<file path="src/rtl/scr_pkg.sv">
/*
  Constants, field layout and carrier types for the serial control register
  bank (address, sleep/reset and general configuration registers).
  Assumes an external serial-bus front end that turns local and remote master
  traffic into the simple request/answer structs declared here.
*/
//
// Contract
// - Local and remote register accesses are arbitrated; each completes uncorrupted; a write granted in the strap reload after full core reset is dropped.
// - Address register bits 7:1 hold own bus address, defaulting to strap address.
// - Address bit 0 selects strap address (0) or programmed field (1).
// - Soft-sleep bit 7 set powers down while no back-channel link detected.
// - Soft-sleep bit loads from mode strap pin zero at power-up.
// - Writing bit 4 pulses video-input digital reset; bit self-clears.
// - Writing bit 1 resets whole core and configuration; self-clearing, reads zero.
// - Writing bit 0 resets core keeping configuration; self-clearing, reads one while core reset pulse lasts.
// - General configuration bit 7 enables CRC checker; register resets to 0xD2.
// - Strap level decodes to eight addresses, 0x0C to 0x1A, step two.
package scr_pkg;

  // ==========================================================================
  // Register offsets
  localparam logic [7:0] ADDR_BUS_ADDRESS_CONFIG = 8'h00;
  localparam logic [7:0] ADDR_SLEEP_AND_RESET = 8'h01;
  localparam logic [7:0] ADDR_GENERAL_CONFIGURATION = 8'h03;

  // ==========================================================================
  // Field positions
  localparam int unsigned BIT_ADDRESS_SOURCE = 0;
  localparam int unsigned BIT_SOFT_SLEEP = 7;
  localparam int unsigned BIT_VIDEO_RESET = 4;
  localparam int unsigned BIT_FULL_CORE_RESET = 1;
  localparam int unsigned BIT_CORE_RESET_KEEP = 0;
  localparam int unsigned BIT_CRC_ENABLE = 7;

  // ==========================================================================
  // Reset values and strap decode
  localparam logic [7:0] GENERAL_CONFIGURATION_RESET = 8'hD2;
  localparam logic [6:0] STRAP_ADDRESS_BASE = 7'h0C;
  localparam logic [7:0] RESET_PULSE_CYCLES = 8'h04;

  // ==========================================================================
  // Carriers
  typedef struct packed {
    logic valid;
    logic write;
    logic [7:0] addr;
    logic [7:0] wdata;
  } reg_req_t;

  typedef struct packed {
    logic done;
    logic [7:0] rdata;
  } reg_rsp_t;

  typedef enum logic {
    ST_LOAD_STRAPS = 1'b0,
    ST_RUN = 1'b1
  } strap_state_t;

  // Eight strap levels map to addresses two apart
  function automatic logic [6:0] strap_address(input logic [2:0] level);
    strap_address = STRAP_ADDRESS_BASE + {3'h0, level, 1'b0};
  endfunction

endpackage

</file>
<file path="src/rtl/serial_control_regs.sv">
/*
  Register bank for own bus address, soft sleep, reset pulses and CRC checker
  enable, shared by a local and a remote master.
  Assumes a front end that presents decoded byte accesses as structs and
  holds each request until its answer; strap levels are already digitised.
*/
`timescale 1ns/1ps
module serial_control_regs #(
  parameter logic [7:0] PULSE_CYCLES = scr_pkg::RESET_PULSE_CYCLES
) (
  // Clock and reset
  input wire logic mclk,
  input wire logic reset,
  // Local master access
  input scr_pkg::reg_req_t local_req,
  output scr_pkg::reg_rsp_t local_rsp,
  // Remote master access through the control channel
  input scr_pkg::reg_req_t remote_req,
  output scr_pkg::reg_rsp_t remote_rsp,
  // Straps and link status
  input wire logic [2:0] address_strap_pin,
  input wire logic mode_strap_pin_zero,
  input wire logic bcc_link_detected,
  // Controls to the rest of the device
  output logic [6:0] own_bus_address,
  output logic power_down,
  output logic crc_checker_enable,
  output logic video_input_reset,
  output logic core_reset
);
  import scr_pkg::*;

  logic [1:0] grant;
  reg_req_t acc;
  strap_state_t state, next_state;
  logic [6:0] own_bus_address_field, next_own_bus_address_field;
  logic address_source_select, next_address_source_select;
  logic soft_sleep, next_soft_sleep;
  logic [7:0] gen_cfg, next_gen_cfg;
  logic [7:0] video_count, next_video_count;
  logic [7:0] core_count, next_core_count;
  logic full_reset_pending, next_full_reset_pending;
  reg_rsp_t next_local_rsp, next_remote_rsp;
  logic [6:0] next_own_bus_address;
  logic [7:0] rdata;
  logic wr;

  // ==========================================================================
  // Arbitration
  // Requests already answered are masked so a held valid is not served twice
  access_arbiter u_arb (
    .mclk(mclk),
    .reset(reset),
    .req({remote_req.valid & ~remote_rsp.done, local_req.valid & ~local_rsp.done}),
    .grant(grant)
  );

  assign acc = grant[1] ? remote_req : local_req;
  assign wr = (grant != 2'h0) && acc.write;

  // ==========================================================================
  // Read mux
  always_comb begin
    rdata = 8'h00;
    case (acc.addr)
      ADDR_BUS_ADDRESS_CONFIG: begin
        rdata = {own_bus_address_field, address_source_select};
      end
      ADDR_SLEEP_AND_RESET: begin
        rdata[BIT_SOFT_SLEEP] = soft_sleep;
        rdata[BIT_VIDEO_RESET] = video_count != 8'h00;
        rdata[BIT_FULL_CORE_RESET] = 1'b0;
        rdata[BIT_CORE_RESET_KEEP] = core_count != 8'h00;
      end
      ADDR_GENERAL_CONFIGURATION: begin
        rdata = gen_cfg;
      end
      default: begin
        rdata = 8'h00;
      end
    endcase
  end

  // ==========================================================================
  // Register state
  always_comb begin
    next_state = state;
    next_own_bus_address_field = own_bus_address_field;
    next_address_source_select = address_source_select;
    next_soft_sleep = soft_sleep;
    next_gen_cfg = gen_cfg;
    next_full_reset_pending = 1'b0;
    next_video_count = (video_count != 8'h00) ? video_count - 8'h01 : 8'h00;
    next_core_count = (core_count != 8'h00) ? core_count - 8'h01 : 8'h00;
    case (state)
      ST_LOAD_STRAPS: begin
        // Straps are caught one cycle after reset release, never under reset
        next_own_bus_address_field = strap_address(address_strap_pin);
        next_soft_sleep = mode_strap_pin_zero;
        next_state = ST_RUN;
      end
      ST_RUN: begin
        if (wr && acc.addr == ADDR_BUS_ADDRESS_CONFIG) begin
          next_own_bus_address_field = acc.wdata[7:1];
          next_address_source_select = acc.wdata[BIT_ADDRESS_SOURCE];
        end
        if (wr && acc.addr == ADDR_SLEEP_AND_RESET) begin
          next_soft_sleep = acc.wdata[BIT_SOFT_SLEEP];
          if (acc.wdata[BIT_VIDEO_RESET]) begin
            next_video_count = PULSE_CYCLES;
          end
          if (acc.wdata[BIT_CORE_RESET_KEEP]) begin
            next_core_count = PULSE_CYCLES;
          end
          if (acc.wdata[BIT_FULL_CORE_RESET]) begin
            next_core_count = PULSE_CYCLES;
            next_full_reset_pending = 1'b1;
          end
        end
        if (wr && acc.addr == ADDR_GENERAL_CONFIGURATION) begin
          next_gen_cfg = acc.wdata;
        end
        // Full core reset brings configuration back to defaults and re-reads straps
        if (full_reset_pending) begin
          next_address_source_select = 1'b0;
          next_gen_cfg = GENERAL_CONFIGURATION_RESET;
          next_state = ST_LOAD_STRAPS;
        end
      end
      default: begin
        next_state = ST_LOAD_STRAPS;
      end
    endcase
  end

  // ==========================================================================
  // Answers and outputs
  always_comb begin
    next_local_rsp = '0;
    next_remote_rsp = '0;
    next_local_rsp.done = grant[0];
    next_local_rsp.rdata = grant[0] ? rdata : 8'h00;
    next_remote_rsp.done = grant[1];
    next_remote_rsp.rdata = grant[1] ? rdata : 8'h00;
    // Strap address used unless software has selected its own field
    next_own_bus_address = next_address_source_select ? next_own_bus_address_field :
      strap_address(address_strap_pin);
  end

  always_ff @(posedge mclk) begin
    if (reset) begin
      state <= ST_LOAD_STRAPS;
      own_bus_address_field <= STRAP_ADDRESS_BASE;
      address_source_select <= 1'b0;
      soft_sleep <= 1'b0;
      gen_cfg <= GENERAL_CONFIGURATION_RESET;
      video_count <= 8'h00;
      core_count <= 8'h00;
      full_reset_pending <= 1'b0;
      local_rsp <= '0;
      remote_rsp <= '0;
      own_bus_address <= STRAP_ADDRESS_BASE;
      power_down <= 1'b0;
      crc_checker_enable <= 1'b1;
      video_input_reset <= 1'b0;
      core_reset <= 1'b0;
    end else begin
      state <= next_state;
      own_bus_address_field <= next_own_bus_address_field;
      address_source_select <= next_address_source_select;
      soft_sleep <= next_soft_sleep;
      gen_cfg <= next_gen_cfg;
      video_count <= next_video_count;
      core_count <= next_core_count;
      full_reset_pending <= next_full_reset_pending;
      local_rsp <= next_local_rsp;
      remote_rsp <= next_remote_rsp;
      own_bus_address <= next_own_bus_address;
      power_down <= next_soft_sleep & ~bcc_link_detected;
      crc_checker_enable <= next_gen_cfg[BIT_CRC_ENABLE];
      video_input_reset <= next_video_count != 8'h00;
      core_reset <= next_core_count != 8'h00;
    end
  end
endmodule

</file>
<file path="src/rtl/access_arbiter.sv">
/*
  Two-way round-robin arbiter granting one register access at a time.
  Assumes requesters hold their request until answered; grant is one cycle.
*/
`timescale 1ns/1ps
module access_arbiter (
  // Clock and reset
  input wire logic mclk,
  input wire logic reset,
  // Requests and grant, bit 0 local, bit 1 remote
  input wire logic [1:0] req,
  output logic [1:0] grant
);
  import scr_pkg::*;

  logic last_remote;
  logic [1:0] next_grant;
  logic next_last_remote;

  // ==========================================================================
  // Selection
  // A dead cycle after each grant lets the served side see its answer first
  always_comb begin
    next_grant = 2'h0;
    next_last_remote = last_remote;
    if (grant == 2'h0) begin
      if (req == 2'h3) begin
        next_grant = last_remote ? 2'h1 : 2'h2;
      end else begin
        next_grant = req;
      end
      if (next_grant != 2'h0) begin
        next_last_remote = next_grant[1];
      end
    end
  end

  always_ff @(posedge mclk) begin
    if (reset) begin
      grant <= 2'h0;
      last_remote <= 1'b1;
    end else begin
      grant <= next_grant;
      last_remote <= next_last_remote;
    end
  end
endmodule

</file>
<file path="config.mk">
export PLATFORM = sky130hd
export DESIGN_NAME = serial_control_regs
export DESIGN_NICKNAME = d
export VERILOG_FILES = /design/src/rtl/scr_pkg.sv /design/src/rtl/serial_control_regs.sv /design/src/rtl/access_arbiter.sv
export SDC_FILE = /design/constraint.sdc
export NUM_CORES = 1
export LEC_CHECK = 0
export BUFFER_PORTS_ARGS = -buffer_cell sky130_fd_sc_hd__buf_2
export CORE_UTILIZATION = 52
export DETAILED_ROUTE_END_ITERATION = 12
export PLACE_DENSITY = 0.78
export SETUP_SLACK_MARGIN = 0.4
export SLEW_MARGIN = 10
export SYNTH_ARGS = -nofsm -noshare
export SYNTH_HDL_FRONTEND = slang
export SYNTH_HIERARCHICAL = 1
export SYNTH_SLANG_ARGS = --single-unit
</file>
<file path="constraint.sdc">
create_clock -name mclk -period 2.7 [get_ports mclk]
set_input_delay 0.54 -clock mclk [delete_from_list [all_inputs] [get_ports mclk]]
set_output_delay 0.54 -clock mclk [all_outputs]
set_load 0.05 [all_outputs]
</file>
==> impl_metrics.env <==
export IMPL_postRouteAntennaNets=0
export IMPL_worstPathArrival_ns=2.45
export IMPL_post_synth_num_cell_types=60
export IMPL_routed_wirelength_um=6550
export IMPL_ys_flop_type="dfxtp_1"
export IMPL_via_count=2470
export IMPL_syn_nets=348
export IMPL_hold_class="input port to flop"
export IMPL_grt_remaining_overflow=0
export IMPL_slew_headroom=0.653
export IMPL_leakagePower_nw=1.62
export IMPL_final_setup_viol_count=0
export IMPL_grt_pass1_vias=2357
export IMPL_synth_cell_area_um2=2820
export IMPL_area_of_the_multi_input_gates_um2=1420
export IMPL_dp_hpwl_um=4720
export IMPL_seq_area_frac_synth=0.468
export IMPL_cts_sinks=66
export IMPL_result_of_the_run="finished clean"
export IMPL_drt_drc_violations_left=0
export IMPL_wl_per_cell_um=14.4
export IMPL_async_flop_share=0
export IMPL_cp_data_required_time_ns=2.95
export IMPL_ff2ff_path_depth=6
export IMPL_postCtsHoldBufs=0
export IMPL_routed_via_density=5.42
export IMPL_final_cell_mix="71 x buf_2, 65 x dfxtp_1, 32 x nor2_1, 23 x nand2_1, 15 x nor3_1"
export IMPL_regToRegStartpoint="u_arb/grant[1]"
export IMPL_first_pass_grt_wire_length_um=10700
export IMPL_die_x_um=75.7
export IMPL_die_outline_area_um2=5720
export IMPL_grt_start_max_net_pins=20
export IMPL_unrepaired_setup_endpoints_after_global_routing="no"
export IMPL_die_boundary_height_um=75.7
export IMPL_ys_ff_latch=66
export IMPL_netlist_instances=301
export IMPL_cts_htree_levels=3
export IMPL_root_buffer="clkbuf_8"
export IMPL_final_nets=428
export IMPL_place_congestion=0.863
export IMPL_placeableCoreArea_um2=5170
export IMPL_total_cts_buffers=9
export IMPL_syn_area_per_cell_um2=9.37
export IMPL_clock_skew_ns=0.00977
export IMPL_worstSetupStartpoint="u_arb/grant[1]"
export IMPL_clk_latency_ns=0.34
export IMPL_crit_fanout=9
export IMPL_critPathCaptureType="flop"
export IMPL_crit_end="own_bus_address[2]"
export IMPL_path_clk_slew_ns=0.07
export IMPL_gr_usage_all_layers=0.257
export IMPL_fillerInstances=425
export IMPL_synthesis_yosys_warnings=6
export IMPL_finalHoldViolCount=0
export IMPL_drive_gt1_frac=0.306
export IMPL_r2r_end="own_bus_address[2]"
export IMPL_critPathLaunchType="flop"
export IMPL_initial_core_util=0.545
export IMPL_ios=72
export IMPL_max_slew_worst_pin_slew_ns=0.519
export IMPL_maxCapViolations=0
export IMPL_area_of_all_sequential_standard_cells_um2=1330
export IMPL_grt_antenna_before_repair=0
export IMPL_tns_ns=0
export IMPL_ir_worst_vdd_v=0.000491
export IMPL_syn_to_layout_area_delta_pct=24.8
export IMPL_period_share=0.815
export IMPL_clock_tree_from_tritoncts="yes"
export IMPL_report_final_slew_viol_count=0
export IMPL_layout_commonest_cell="buf_2"
export IMPL_synth_edf_count=0
export IMPL_portBuffers=71
export IMPL_detailedRoute_firstPassIterationCount=4
export IMPL_critPathKind="flop to flop"
export IMPL_maxClockFrequency_mhz=455
export IMPL_core_rowCount=26
export IMPL_design_power_total_mw=2.90
export IMPL_detailedRoute_firstIterationViolations=80
export IMPL_r2r_setup_slack_ns=0.50
export IMPL_post_route_min_period_ns=2.20
export IMPL_antenna_diode_count=0
export IMPL_clock_path_buffers=2
export IMPL_power_per_cell_area_nw_per_um2=824
## per-layer routing
metal / global-route usage / up-vias / part of all wire
li1: - / 1225 / -
met1: 0.290 / 1149 / 0.42
met2: 0.440 / 77 / 0.49
met3: 0.0780 / 19 / 0.052
met4: 0.132 / 0 / 0.033
met5: 0 / - / 0
## through the flow
stage / setup WS (ns) / instances / area (µm²) / hold slack (ns) / utilization
floorplan: 0.414 / 301 / 2820 / 0.413 / -
global placement: 0.179 / 437 / 3260 / 0.427 / 0.629
detailed placement: 0.158 / 437 / 3260 / 0.443 / 0.629
CTS: 0.443 / 453 / 3480 / 0.337 / 0.672
global route: 0.407 / 456 / 3520 / 0.330 / 0.681
finish: 0.501 / 456 / 3520 / 0.344 / 0.681
## state kept, by name, summed over array words and instances (netlist names)
name	flops
address_source_select	1
core_count	8
core_reset	1
full_reset_pending	1
gen_cfg	8
local_rsp	9
own_bus_address	7
own_bus_address_field	7
power_down	1
remote_rsp	9
soft_sleep	1
state	1
u_arb/grant	2
u_arb/last_remote	1
video_count	8
video_input_reset	1
## kinds of logic (layout without fill, tap and decap cells)
logic type                 Yosys count  in the layout  share of synthesized area
AOI/OAI and AO/OA                   52             52                      0.135
xor gates and xnor gates            10             10                     0.0310
adders and majority gates            4              4                     0.0177
buffers and inverters               23            108                     0.0364
DFF                                 66             66                      0.468
muxes                               17             17                     0.0665
and+or+nand+nor                    129            129                      0.245
## Yosys cell counts (7+ instances only)
| cell | instances | area (µm²) |
|---|---|---|
| dfxtp_1 | 66 | 1320 |
| nor2_1 | 32 | 120 |
| nand2_1 | 23 | 86.3 |
| nor3_1 | 15 | 75.1 |
| and2_1 | 14 | 87.6 |
| a21oi_1 | 12 | 60.1 |
| inv_1 | 11 | 41.3 |
| mux2_2 | 10 | 113 |
| a22o_1 | 9 | 78.8 |
| clkbuf_1 | 9 | 33.8 |
| nor2b_1 | 7 | 43.8 |
## final cells by class
cell class	count	area share
timing repair buffer	81	0.123
sequential	66	0.376
clock buffer	14	0.0434
clock inverter	2	0.0171
inverter	11	0.0117
multi-input combinational	212	0.403
tap	70	0.0249
## where the power goes
part / leakage, nW / internal [mW] / switching, mW
clock: 0.105 / 0.547 / 0.344
sequential: 0.540 / 1.09 / 0.0990
combinational: 0.971 / 0.343 / 0.474
total: 1.62 / 1.98 / 0.917
## critical path, stage by stage, from the launching register on
cell and delay (ns):
dfxtp_4 0.37, or4_4 0.55, o22ai_4 0.23, a311oi_2 0.16, or3_4 0.43, and2_0 0.18, o221ai_1 0.19
## how the worst min path moves through the flow
stage / start / to / slack, ns / cells past startpoint
2_1_floorplan: video_count[0] / video_count[0] / 0.41 / 1
3_3_place_gp: video_count[0] / video_count[0] / 0.43 / 1
3_5_place_dp: video_count[0] / video_count[0] / 0.44 / 1
4_1_cts: bcc_link_detected / power_down / 0.34 / 2
5_1_grt: bcc_link_detected / power_down / 0.33 / 2
6_report: bcc_link_detected / power_down / 0.34 / 2
## what timing repair did
action | 4_1_cts | 5_1_grt
pin swaps | 0 | 2
gates cloned | 0 | 0
setup buffers | 0 | 3
setup endpoints to repair | 2 | 2
resized for setup | 2 | 4
Note: power is estimated with default switching activity, not from simulation.
